### src/include/mcr_pkg.sv
// mcr_pkg: offsets, field positions, reset values and mode codes of the
// memory management and cache control register bank.
// assumes a 32-bit APB slave with byte addresses equal to the offsets below.
package mcr_pkg;

	// ==========================================================
	// register byte addresses
	localparam logic [31:0] TBL_BASE_OFF   = 32'h0483_0718;
	localparam logic [31:0] TBL_STRIDE     = 32'h0000_0020;
	localparam logic [31:0] DCTRL_OFF      = 32'h0483_0018;
	localparam logic [31:0] ICTRL_OFF      = 32'h0483_0020;
	localparam logic [31:0] MODE_OFF       = 32'h0483_0028;
	localparam logic [31:0] DBG_OFF        = 32'h0483_0030;
	localparam logic [31:0] DFLUSH_OFF     = 32'h0483_0038;
	localparam logic [31:0] IFLUSH_OFF     = 32'h0483_0040;
	localparam logic [31:0] DW0_OFF        = 32'h0483_0080;
	localparam logic [31:0] DW1_OFF        = 32'h0483_0090;
	localparam logic [31:0] LOC_EB_OFF     = 32'h0483_0600;
	localparam logic [31:0] GLB_EB_OFF     = 32'h0483_0608;
	localparam logic [31:0] WATTR_OFF      = 32'h0483_0640;
	localparam logic [31:0] WATTR_STRIDE   = 32'h0000_0008;

	// ==========================================================
	// writable bit masks
	localparam logic [31:0] TBL_MASK       = 32'hFFFF_FFFC;
	localparam logic [31:0] CTRL_MASK      = 32'h0000_0001;
	localparam logic [31:0] MODE_MASK      = 32'h0000_0007;
	localparam logic [31:0] EB_MASK        = 32'h0000_C0C0;
	localparam logic [31:0] WATTR_MASK     = 32'h0000_0077;
	localparam logic [31:0] DW_MASK        = 32'hFF80_C0DF;

	// ==========================================================
	// reset values
	localparam logic [31:0] TBL_RST        = 32'h0000_0000;
	localparam logic [31:0] CTRL_RST       = 32'h0000_0000;
	localparam logic [31:0] MODE_RST       = 32'h0000_0000;
	localparam logic [31:0] EB_RST         = 32'h0000_0000;
	localparam logic [31:0] WATTR_RST      = 32'h0000_0007;
	localparam logic [31:0] DW_RST         = 32'h0000_0000;
	localparam logic        DFLUSH_RST     = 1'b1;
	localparam logic        IFLUSH_RST     = 1'b0;
	localparam logic        DBG_ACCESS_LEVEL_FLAG_RST   = 1'b1;

	// ==========================================================
	// field positions
	localparam int          MODE_LSB       = 0;
	localparam int          D_SKEW_BIT     = 6;
	localparam int          I_SKEW_BIT     = 5;
	localparam int          DBG_ACCESS_LEVEL_FLAG_BIT   = 2;
	localparam int          SLAVE_THR_LSB  = 4;
	localparam int          DEBUG_THR_LSB  = 0;
	localparam int          WATTR_WR_LSB   = 4;
	localparam int          WATTR_WM_LSB   = 0;
	localparam int          EB_IWIN_LSB    = 14;
	localparam int          EB_DWIN_LSB    = 6;
	localparam int          DW_HI_LSB      = 23;
	localparam int          DW_FMT_BIT     = 0;
	localparam int          SEL_ADDR_BASE  = 24;

	// ==========================================================
	// bypass mode codes and address-bit select codes
	localparam logic [2:0]  MODE_FULL      = 3'h7;
	localparam logic [2:0]  MODE_EB_BOTH   = 3'h6;
	localparam logic [2:0]  MODE_EB_I      = 3'h4;
	localparam logic [2:0]  MODE_EB_D      = 3'h2;
	localparam logic [2:0]  MODE_BYPASS    = 3'h0;
	localparam logic [2:0]  SEL_FIXED_ON   = 3'h0;
	localparam logic [2:0]  SEL_FIXED_OFF  = 3'h7;

	// ==========================================================
	// startup strap capture
	localparam logic [1:0]  STRAP_FILL     = 2'h3;

endpackage : mcr_pkg

### src/verilog/mcr_eb_attr.sv
// mcr_eb_attr: enhanced-bypass writeable and write-merge decode of one
// address, with the selecting address bit cleared in the physical address.
// assumes a same-clock request; results appear one cycle after eb_valid.
module mcr_eb_attr
	import mcr_pkg::*;
(
	input  wire logic        pclk,
	input  wire logic        presetn,
	input  wire logic        pclken,
	input  wire logic        eb_valid,
	input  wire logic [2:0]  sel_wr,
	input  wire logic [2:0]  sel_wm,
	input  wire logic [31:0] addr_in,
	output logic             writeable_reg,
	output logic             merge_reg,
	output logic [31:0]      phys_reg,
	output logic             valid_reg
);
	logic [31:0] clr_mask;
	logic        wr_bit;
	logic        wm_bit;

	// ==========================================================
	// decode
	always_comb
	begin
		clr_mask = 32'h0000_0000;
		wr_bit   = addr_in[SEL_ADDR_BASE + 32'(sel_wr)];
		wm_bit   = addr_in[SEL_ADDR_BASE + 32'(sel_wm)];
		if (sel_wr != SEL_FIXED_ON && sel_wr != SEL_FIXED_OFF)
			clr_mask[SEL_ADDR_BASE + 32'(sel_wr)] = 1'b1;
		if (sel_wm != SEL_FIXED_ON && sel_wm != SEL_FIXED_OFF)
			clr_mask[SEL_ADDR_BASE + 32'(sel_wm)] = 1'b1;
	end

	always_ff @(posedge pclk or negedge presetn)
	begin
		if (!presetn)
		begin
			writeable_reg <= 1'b0;
			merge_reg     <= 1'b0;
			phys_reg      <= 32'h0000_0000;
			valid_reg     <= 1'b0;
		end
		else if (pclken)
		begin
			valid_reg <= eb_valid;
			if (eb_valid)
			begin
				case (sel_wr)
					SEL_FIXED_ON:  writeable_reg <= 1'b1;
					SEL_FIXED_OFF: writeable_reg <= 1'b0;
					default:       writeable_reg <= wr_bit;
				endcase
				case (sel_wm)
					SEL_FIXED_ON:  merge_reg <= 1'b0;
					SEL_FIXED_OFF: merge_reg <= 1'b1;
					default:       merge_reg <= wm_bit;
				endcase
				phys_reg <= addr_in & ~clr_mask;
			end
		end
	end
endmodule : mcr_eb_attr

### src/verilog/mcr_regs.sv
// mcr_regs: APB register bank for translation tables, cache enables,
// bypass modes, cache flushes, debug port privilege and direct windows.
// assumes cache, MMU and debug logic on pclk; the boot strap is a pin.
//
// Operation
// per-thread global root table base in bits 31:2, stride 0x20
// data cache hits only when hit enable set and data cache not bypassed
// software flushes data cache before setting its hit enable
// instruction cache hits only when enable set and not bypassed
// software flushes instruction cache before setting its hit enable
// local and global allocation controls: window modes 15:14, 7:6, reset zero
// window modes apply only to line allocation on read miss
// per-thread writeable select: always, address bit 25..30, or never
// per-thread write-merge select: off, address bit 25..30, always; reset 7
// selected address bit reads zero in the produced physical address
// bypass mode field selects full translation, enhanced or plain bypass
// read-only skew support bits 6 and 5 for data and instruction cache
// debug control bit 2 makes debug and slave ports privileged
// privilege resets set; cleared after reset when the core boots itself
// self-booting code sets privilege bit when ready to hand over
// read-only bits 5:4 show the slave interface thread
// read-only bits 1:0 show the debug port thread
// data flush empties all lines; bit reads one when done; resets one
// instruction flush empties all lines; bit reads one when done; resets zero
// software uses the flushes only for initialisation after reset
// direct window registers give upper address bits 31:23 and attributes
// direct window bit 0 picks format; legacy uses only bits 31:23
module mcr_regs
	import mcr_pkg::*;
#(
	parameter int   NUM_THREADS = 4,
	parameter logic D_SKEW      = 1'b0,
	parameter logic I_SKEW      = 1'b0
)
(
	input  wire logic                        pclk,
	input  wire logic                        presetn,
	input  wire logic                        pclken,
	input  wire logic                        psel,
	input  wire logic                        penable,
	input  wire logic                        pwrite,
	input  wire logic [31:0]                 paddr,
	input  wire logic [31:0]                 pwdata,
	output logic                             pready,
	output logic [31:0]                      prdata,
	output logic                             pslverr,
	input  wire logic                        boot_self_pin,
	input  wire logic [1:0]                  slave_thread,
	input  wire logic [1:0]                  debug_thread,
	input  wire logic                        dcache_flush_done,
	input  wire logic                        icache_flush_done,
	input  wire logic                        d_read_miss,
	input  wire logic                        d_region_global,
	input  wire logic                        i_read_miss,
	input  wire logic                        i_region_global,
	input  wire logic                        eb_valid,
	input  wire logic [1:0]                  eb_thread,
	input  wire logic [31:0]                 eb_addr,
	output logic                             mmu_translate_en,
	output logic                             dcache_eb_en,
	output logic                             icache_eb_en,
	output logic                             dcache_hit_en,
	output logic                             icache_hit_en,
	output logic                             dcache_flush_start,
	output logic                             icache_flush_start,
	output logic [1:0]                       d_alloc_win,
	output logic [1:0]                       i_alloc_win,
	output logic                             dbg_privileged,
	output logic [NUM_THREADS*30-1:0]        table_base,
	output logic [17:0]                      dw_phys_hi,
	output logic [15:0]                      dw_flags,
	output logic [1:0]                       dw_enhanced,
	output logic                             eb_writeable,
	output logic                             eb_write_merge,
	output logic [31:0]                      eb_phys_addr,
	output logic                             eb_out_valid
);
	logic [31:0] tbl_reg   [NUM_THREADS];
	logic [31:0] wattr_reg [NUM_THREADS];
	logic [31:0] dctrl_reg;
	logic [31:0] ictrl_reg;
	logic [31:0] mode_reg;
	logic [31:0] loc_eb_reg;
	logic [31:0] glb_eb_reg;
	logic [31:0] dw_reg    [2];
	logic        access_level_flag_reg;
	logic [1:0]  flush_reg;
	logic [1:0]  busy_reg;
	logic [1:0]  start_reg;
	logic [1:0]  flush_done;
	logic [1:0]  d_win_reg;
	logic [1:0]  i_win_reg;
	logic [31:0] prdata_reg;
	logic        pslverr_reg;
	logic [2:0]  strap_sync_reg;
	logic [1:0]  strap_fill_reg;
	logic        strap_taken_reg;
	logic        setup;
	logic        wr_en;
	logic        hit;
	logic [31:0] rd_next;
	logic [2:0]  mode;
	logic        d_cached;
	logic        i_cached;
	logic [1:0]  flush_wr;

	// ==========================================================
	// APB access
	assign setup   = psel && !penable;
	assign pready  = pclken;
	assign wr_en   = psel && penable && pwrite && pclken;
	assign prdata  = prdata_reg;
	assign pslverr = pslverr_reg;

	always_comb
	begin
		hit     = 1'b1;
		rd_next = 32'h0000_0000;
		case (paddr)
			DCTRL_OFF:  rd_next = dctrl_reg;
			ICTRL_OFF:  rd_next = ictrl_reg;
			MODE_OFF:
			begin
				rd_next             = mode_reg;
				rd_next[D_SKEW_BIT] = D_SKEW;
				rd_next[I_SKEW_BIT] = I_SKEW;
			end
			DBG_OFF:
			begin
				rd_next[DBG_ACCESS_LEVEL_FLAG_BIT]              = access_level_flag_reg;
				rd_next[SLAVE_THR_LSB +: 2]        = slave_thread;
				rd_next[DEBUG_THR_LSB +: 2]        = debug_thread;
			end
			DFLUSH_OFF: rd_next[0] = flush_reg[0];
			IFLUSH_OFF: rd_next[0] = flush_reg[1];
			DW0_OFF:    rd_next = dw_reg[0];
			DW1_OFF:    rd_next = dw_reg[1];
			LOC_EB_OFF: rd_next = loc_eb_reg;
			GLB_EB_OFF: rd_next = glb_eb_reg;
			default:    hit = 1'b0;
		endcase
		for (int n = 0; n < NUM_THREADS; n++)
		begin
			if (paddr == TBL_BASE_OFF + 32'(n) * TBL_STRIDE)
			begin
				hit     = 1'b1;
				rd_next = tbl_reg[n];
			end
			if (paddr == WATTR_OFF + 32'(n) * WATTR_STRIDE)
			begin
				hit     = 1'b1;
				rd_next = wattr_reg[n];
			end
		end
	end

	always_ff @(posedge pclk or negedge presetn)
	begin
		if (!presetn)
		begin
			prdata_reg  <= 32'h0000_0000;
			pslverr_reg <= 1'b0;
		end
		else if (pclken && setup)
		begin
			prdata_reg  <= pwrite ? 32'h0000_0000 : rd_next;
			pslverr_reg <= !hit;
		end
	end

	// ==========================================================
	// control registers
	always_ff @(posedge pclk or negedge presetn)
	begin
		if (!presetn)
		begin
			dctrl_reg  <= CTRL_RST;
			ictrl_reg  <= CTRL_RST;
			mode_reg   <= MODE_RST;
			loc_eb_reg <= EB_RST;
			glb_eb_reg <= EB_RST;
			dw_reg[0]  <= DW_RST;
			dw_reg[1]  <= DW_RST;
		end
		else if (wr_en)
		begin
			case (paddr)
				DCTRL_OFF:  dctrl_reg  <= pwdata & CTRL_MASK;
				ICTRL_OFF:  ictrl_reg  <= pwdata & CTRL_MASK;
				MODE_OFF:   mode_reg   <= pwdata & MODE_MASK;
				LOC_EB_OFF: loc_eb_reg <= pwdata & EB_MASK;
				GLB_EB_OFF: glb_eb_reg <= pwdata & EB_MASK;
				DW0_OFF:    dw_reg[0]  <= pwdata & DW_MASK;
				DW1_OFF:    dw_reg[1]  <= pwdata & DW_MASK;
				default:    ;
			endcase
		end
	end

	// per-thread table bases and write attributes
	always_ff @(posedge pclk or negedge presetn)
	begin
		if (!presetn)
		begin
			for (int n = 0; n < NUM_THREADS; n++)
			begin
				tbl_reg[n]   <= TBL_RST;
				wattr_reg[n] <= WATTR_RST;
			end
		end
		else if (wr_en)
		begin
			for (int n = 0; n < NUM_THREADS; n++)
			begin
				if (paddr == TBL_BASE_OFF + 32'(n) * TBL_STRIDE)
					tbl_reg[n] <= pwdata & TBL_MASK;
				if (paddr == WATTR_OFF + 32'(n) * WATTR_STRIDE)
					wattr_reg[n] <= pwdata & WATTR_MASK;
			end
		end
	end

	always_comb
	begin
		for (int n = 0; n < NUM_THREADS; n++)
			table_base[n*30 +: 30] = tbl_reg[n][31:2];
	end

	// ==========================================================
	// bypass mode and hit enables
	assign mode             = mode_reg[MODE_LSB +: 3];
	assign mmu_translate_en = (mode == MODE_FULL);
	assign dcache_eb_en     = (mode == MODE_EB_BOTH) || (mode == MODE_EB_D);
	assign icache_eb_en     = (mode == MODE_EB_BOTH) || (mode == MODE_EB_I);
	assign d_cached         = mmu_translate_en || dcache_eb_en;
	assign i_cached         = mmu_translate_en || icache_eb_en;
	assign dcache_hit_en    = dctrl_reg[0] && d_cached;
	assign icache_hit_en    = ictrl_reg[0] && i_cached;

	// ==========================================================
	// allocation window modes, only on a read miss
	always_ff @(posedge pclk or negedge presetn)
	begin
		if (!presetn)
		begin
			d_win_reg <= 2'h0;
			i_win_reg <= 2'h0;
		end
		else if (pclken)
		begin
			d_win_reg <= !d_read_miss ? 2'h0 : d_region_global ?
				glb_eb_reg[EB_DWIN_LSB +: 2] : loc_eb_reg[EB_DWIN_LSB +: 2];
			i_win_reg <= !i_read_miss ? 2'h0 : i_region_global ?
				glb_eb_reg[EB_IWIN_LSB +: 2] : loc_eb_reg[EB_IWIN_LSB +: 2];
		end
	end
	assign d_alloc_win = d_win_reg;
	assign i_alloc_win = i_win_reg;

	// ==========================================================
	// cache flushes: index 0 data, 1 instruction
	assign flush_wr[0] = wr_en && paddr == DFLUSH_OFF && pwdata[0];
	assign flush_wr[1] = wr_en && paddr == IFLUSH_OFF && pwdata[0];
	assign flush_done  = {icache_flush_done, dcache_flush_done};

	always_ff @(posedge pclk or negedge presetn)
	begin
		if (!presetn)
		begin
			flush_reg <= {IFLUSH_RST, DFLUSH_RST};
			busy_reg  <= 2'h0;
			start_reg <= 2'h0;
		end
		else if (pclken)
		begin
			for (int k = 0; k < 2; k++)
			begin
				start_reg[k] <= flush_wr[k] && !busy_reg[k];
				if (busy_reg[k] && flush_done[k])
				begin
					flush_reg[k] <= 1'b1;
					busy_reg[k]  <= 1'b0;
				end
				else if (flush_wr[k] && !busy_reg[k])
				begin
					flush_reg[k] <= 1'b0;
					busy_reg[k]  <= 1'b1;
				end
			end
		end
	end
	assign dcache_flush_start = start_reg[0];
	assign icache_flush_start = start_reg[1];

	// ==========================================================
	// debug and slave port privilege
	always_ff @(posedge pclk or negedge presetn)
	begin
		if (!presetn)
			strap_sync_reg <= 3'h0;
		else if (pclken)
			strap_sync_reg <= {strap_sync_reg[1:0], boot_self_pin};
	end

	always_ff @(posedge pclk or negedge presetn)
	begin
		if (!presetn)
		begin
			access_level_flag_reg        <= DBG_ACCESS_LEVEL_FLAG_RST;
			strap_fill_reg  <= 2'h0;
			strap_taken_reg <= 1'b0;
		end
		else if (pclken)
		begin
			if (strap_fill_reg != STRAP_FILL)
				strap_fill_reg <= strap_fill_reg + 2'h1;
			if (wr_en && paddr == DBG_OFF)
				access_level_flag_reg <= pwdata[DBG_ACCESS_LEVEL_FLAG_BIT];
			else if (!strap_taken_reg && strap_fill_reg == STRAP_FILL
				&& strap_sync_reg[1] == strap_sync_reg[2])
			begin
				access_level_flag_reg        <= !strap_sync_reg[2];
				strap_taken_reg <= 1'b1;
			end
			if (wr_en && paddr == DBG_OFF)
				strap_taken_reg <= 1'b1;
		end
	end
	assign dbg_privileged = access_level_flag_reg;

	// ==========================================================
	// direct windows
	always_comb
	begin
		for (int w = 0; w < 2; w++)
		begin
			dw_phys_hi[w*9 +: 9] = dw_reg[w][31:DW_HI_LSB];
			dw_enhanced[w]       = dw_reg[w][DW_FMT_BIT];
			dw_flags[w*8 +: 8]   = dw_reg[w][DW_FMT_BIT] ?
				{dw_reg[w][15:14], dw_reg[w][7:6], dw_reg[w][4:1]} : 8'h00;
		end
	end

	// ==========================================================
	// enhanced bypass write attributes
	mcr_eb_attr u_eb_attr (
		.pclk          (pclk),
		.presetn       (presetn),
		.pclken        (pclken),
		.eb_valid      (eb_valid),
		.sel_wr        (wattr_reg[eb_thread][WATTR_WR_LSB +: 3]),
		.sel_wm        (wattr_reg[eb_thread][WATTR_WM_LSB +: 3]),
		.addr_in       (eb_addr),
		.writeable_reg (eb_writeable),
		.merge_reg     (eb_write_merge),
		.phys_reg      (eb_phys_addr),
		.valid_reg     (eb_out_valid)
	);
endmodule : mcr_regs
### config.mk
export PLATFORM = sky130hd
export DESIGN_NAME = mcr_regs
export DESIGN_NICKNAME = d
export VERILOG_FILES = /design/src/include/mcr_pkg.sv /design/src/verilog/mcr_eb_attr.sv /design/src/verilog/mcr_regs.sv
export SDC_FILE = /design/constraint.sdc
export NUM_CORES = 1
export LEC_CHECK = 0
export BUFFER_PORTS_ARGS = -buffer_cell sky130_fd_sc_hd__buf_4
export CORE_ASPECT_RATIO = 1.1
export CORE_MARGIN = 2
export CORE_UTILIZATION = 36
export DETAILED_ROUTE_END_ITERATION = 8
export PLACE_DENSITY_LB_ADDON = 0.15
export SYNTH_ARGS = -nofsm -noshare
export SYNTH_HDL_FRONTEND = slang
export SYNTH_SLANG_ARGS = --single-unit
### constraint.sdc
create_clock -name pclk -period 5.8 [get_ports pclk]
set_clock_uncertainty 0.15 [all_clocks]
set_input_delay 0 -clock pclk [delete_from_list [all_inputs] [get_ports pclk]]
set_output_delay 0 -clock pclk [all_outputs]
set_load 0.02 [all_outputs]
Word level (Yosys, flattened, before mapping):

Index checks and enable logic that the tools add are counted.

* output and inout port bits: 237
* bits of input ports: 116
* logic and storage cells: 189
* bits in registers: 278

* reduce and logical (&&, ||, !) cells: 60
* $lt $le $gt $ge: 5
* multiplexer cells: 56
* $add $sub $neg: 3
* bitwise logic cells: 4
* equality and inequality tests: 29

Operators with widths (count)
* 32-bit by 27-bit == test with 1-bit output, second input constant: 18
* 32-bit 2-to-1 mux: 11
* 26-bit one-hot mux with 4 select lines: 1
* 32-bit binary-select mux with 2-bit select: 1
* 32-bit by 1-bit greater-or-equal comparator with 1-bit output, second input constant: 2
* 32-bit by 6-bit < comparator with 1-bit output, second input constant: 2
* 2-bit AND reduction: 20
* 32-bit bitwise AND: 1
* 32-bit inverter: 1
* 32-bit bitwise OR: 1
* 1-bit 2-to-1 mux: 25
* 1-bit logical AND: 22
* 8-bit 2-to-1 mux: 2
* 3-bit == test, second input constant: 5
* 7-bit 2-to-1 mux: 2
* 5-bit by 3-bit adder with 6-bit output, first input constant: 2
* 1-bit binary-select mux with 5-bit select: 2
* 1-bit demux with 5-bit select: 2
* 10-bit OR reduction: 1
* 2-bit 2-to-1 mux: 4
* 1-bit one-hot mux with 8 select lines: 1
* 2-bit one-hot mux with 4 select lines: 1
* 1-bit logical NOT: 6
* 3-bit logical NOT: 2
* 13 further kinds: 22

Logic depth before layout (Yosys ltp):

* depth after elaboration: 14
* mapped depth: 9
* mapped depth without buffers: 7

Cells and area by module:

A second synthesis with hierarchy kept.

* cells, all modules: 1031
* area total of the unflattened synthesis: 13018.7 um^2

By module, submodules not included
* mcr_regs: area an instance 11521.0 um^2, cells each 915, instances 1, seq. area each 6098.3 um^2
* mcr_eb_attr: area an instance 1497.7 um^2, cells each 116, instances 1, seq. area each 875.8 um^2

Least setup slack after synthesis:

Ideal clock, no wire load.

* kind: in2reg
* from: input port paddr[7]
* to: register wattr_reg[101] (netlist bit)
* cell stages on the path: 6
* data required time: 5525 ps
* path buffers: 1
* slack: 3769 ps
* data arrival time: 1756 ps
* cells stage by stage: clkbuf_1 > or4b_1 > nor3_2 > nand2_1 > nor2_1 > mux2_2

* word-level cells in the longest chain between the ends: 2

Ends and longest elaborated chain
* from (decl): line mcr_regs.sv:42 `input wire logic [31:0] paddr,`
* 32-bit by 27-bit == test with 1-bit output: line mcr_regs.sv:217 `if (paddr == WATTR_OFF + 32'(n) * WATTR_STRIDE)`
* 2-bit AND reduction (no source line)
* to (signal, indexed assignment): line mcr_regs.sv:218 `wattr_reg[n] <= pwdata & WATTR_MASK;`
* to (decl): line mcr_regs.sv:79 `logic [31:0] wattr_reg [NUM_THREADS];`

No other way between the ends.
A chain may end at the register's enable or synchronous reset.

Final worst setup path:

* from: input port paddr[18]
* to: register loc_eb_reg[7]

* word-level cells in the longest chain between the ends: 2

Ends and longest elaborated chain
* 32-bit by 27-bit == test with 1-bit output
* 2-bit AND reduction (no source line)
* to (signal assigned): line mcr_regs.sv:191 `LOC_EB_OFF: loc_eb_reg <= pwdata & EB_MASK;`
* to (decl): line mcr_regs.sv:83 `logic [31:0] loc_eb_reg;`

No other way between the ends.

==> out/results.ini <==
[outcome]
status=completed

[synthesis]
yosysWarnings=0
async_flop_share_pct=100.0
syn_inst=1014
ys_seq_area_share_pct=54.25
syn_area_mm2=0.01285
synth.distinct_cells=74
synth_edf_count=0
synth_nets=1131
synth-seq-cells=278
synthFlopType=dfrtp_1
avgSynthCellArea_um2=12.68

[power_and_ir_drop]
p_seq_share_pct=46.3
p_int_mw=3.342
combPwrFrac_pct=10.1
p_per_area_mw_per_mm2=241.4
ir_drop_v=0.0001681
power_frac_clock_pct=43.5
sw_frac_of_total_pct=23.69
switchingPower_mw=1.038
total_leakage_power_nw=8.881

[sta]
post-route-min-period_ns=3.727
relSlewSlack_pct=24.52
fin_ws_ns=2.073
setup_violations=0
drv_slew=0
finalCritPeriodShare_pct=64.25
tns_ns=0
tightest_slew_ns=1.129
rsz0062_at_grt=no
fmax_ghz=0.2683
hold_viol=0

[worst_setup_path]
cp-end-kind=flop
cp-start-kind=input pin
cp.required_ns=6.11
cp_max_fo=4
path_class=in -> reg
arrival_ns=4.03

[die]
dieArea_mm2=0.03724
initial_core_util_pct=36.49
rows=72
core_mm2=0.03522
die_h_um=202.2
dieWidth_um=184.2
io_pins=353

[cts]
hold_buffers=130
ctsHtreeMaxLevel=1
cts_tree=yes
insertion_delay_ns=0.57
numCtsBuffers=31
cts-root-buf=clkbuf_16
clkTransAtPathRegs_ns=0.06
clkSinkCount=278
postCtsSetupRepairBufs=0
ctsLongestPathBuffers=3
cts_resized=0

[grt]
grt_pass1_vias=11050
grt_pass1_wl_um=67070
antenna_found_initial=0
grt-ovfl-total=0
grt_usage_pct=23.45
grt_max_degree=144

[layout]
final_cell_mix=362 x buf_4, 264 x dfrtp_1, 212 x mux2_2
drive_gt1_share_pct=45.42
num_antenna_cells=0
final_nets=1580
area_delta_synth_final_pct=41.15
fill_cells=3175
post-route-util_pct=51.51
largest_reg_flops=120
register_area_mm2=0.006974
multiInputGateArea_mm2=0.005450
final_common_cell=buf_4

[run]
maxCapViolCount=0

[routing]
drt-wirelength-per-cell_um=22.54
drc=0
drtAntennaViolNets=0
wl_um=44300
via_count=10520
first_iter_violations=710
vias_per_cell=5.351
firstDrtPassIters=5

[place]
port_buffers=352
dp_hpwl_um=28490
gp_congestion=0.8355
pre_cts_ws_ns=2.278

[min_path]
hold_class=in -> reg

==> layer usage <==
layer,vias to the layer above,global-route usage (%),routed length [um]
li1,4698,-,-
met2,407,39.72,21500
met1,5350,30.23,18440
met3,60,5.640,3497
met5,-,0,0
met4,0,5.714,864
==> final cells by class <==
type / instances / share of cell area (%)
clock inverter: 7 / 0.3517
timing repair buffer: 494 / 22.44
tap: 481 / 3.317
sequential: 278 / 38.44
multi-input combinational: 640 / 30.04
inverter: 18 / 0.3724
clock buffer: 47 / 5.048
==> through the flow <==
stage          instance area, um2  total power, mW  std cells  hold slack, ns
5_1_grt                     18140            4.559       1965         0.04463
3_5_place_dp                15850            2.437       1781         -0.1549
4_1_cts                     18140            4.431       1965        0.001985
3_3_place_gp                15850            2.430       1781         -0.1582
2_1_floorplan               12850            2.214       1014         -0.4456
6_report                    18140            4.380       1965         0.03369
==> kinds of logic (layout without fill, tap and decap cells) <==
group	after synthesis	in the layout	synth area share [%]
XOR/XNOR	2	2	0.1363
AND/OR/NAND/NOR	195	195	9.042
buffers and inverters	96	566	3.601
adder cells (fa/ha/maj)	1	1	0.09732
multiplexers	237	237	21.20
flip-flops	278	278	54.25
AO/OA/AOI/OAI	205	205	11.67
==> path summary, 6_finish.rpt <==
path | start | to | slack [ns] | cells past startpoint
setup / recovery | paddr[18] | loc_eb_reg[7]$_DFFE_PN0P_ | 2.07 | 10
hold / removal | paddr[14] | prdata[4]$_DFFE_PN0P_ | 0.03 | 6
setup reg to reg | wattr_reg[1]$_DFFE_PN1P_ | u_eb_attr.merge_reg$_DFFE_PN0P_ | 2.91 | 6
hold reg to reg | prdata[12]$_DFFE_PN0P_ | prdata[12]$_DFFE_PN0P_ | 0.33 | 1
max in group asynchronous | presetn | table_base[57]$_DFFE_PN0P_ | 4.16 | 4
min in group asynchronous | presetn | dbg_privileged$_DFFE_PN1P_ | 0.41 | 3
==> synth_stat cells, drive strengths merged, types with 3 or more instances <==
master / count / area, um2
mux2: 222 / 2500
nand2b: 6 / 37.54
o221a: 4 / 45.04
a222oi: 23 / 230.2
nor2b: 5 / 31.28
o22ai: 7 / 43.79
a211oi: 3 / 22.52
dfrtp: 264 / 6606
o21ai: 29 / 145.1
nor4: 12 / 102.6
nand4: 3 / 18.77
dfstp: 14 / 367.9
o211ai: 4 / 30.03
buf: 33 / 226.5
clkbuf: 45 / 168.9
or3: 6 / 37.54
a21o: 22 / 165.2
inv: 18 / 67.56
a221oi: 12 / 105.1
a221o: 4 / 40.04
nor2: 22 / 82.58
a22o: 7 / 61.31
a22oi: 33 / 247.7
nand4b: 5 / 43.79
a32o: 3 / 30.03
nor3: 25 / 171.4
nand3: 9 / 50.05
nand3b: 3 / 22.52
mux2i: 9 / 90.09
mux4: 6 / 135.1
nand2: 57 / 219.0
and2: 16 / 100.1
a21oi: 36 / 180.2
or4: 5 / 37.54
nor4b: 4 / 62.56
nor3b: 3 / 22.52
and3: 5 / 31.28
==> critical path: stages <==
cell           delay (ns)
dlygate4sd3_1        0.54
buf_4                0.13
nor4_1               0.29
dlygate4sd3_1        0.61
nand2_1              0.07
dlygate4sd3_1        0.58
or4_1                0.53
dlygate4sd3_1        0.59
nor3_2               0.31
mux2_2               0.38
==> power groups by stage <==
stage	logic, mW	clock network, mW	registers [mW]
after floorplan	0.106	0	2.11
after CTS	0.447	1.96	2.03
after detailed placement	0.374	0	2.06
after global routing	0.483	2.04	2.03
after global placement	0.370	0	2.06
final	0.444	1.91	2.03
Note: power is estimated with default switching activity, not from simulation.
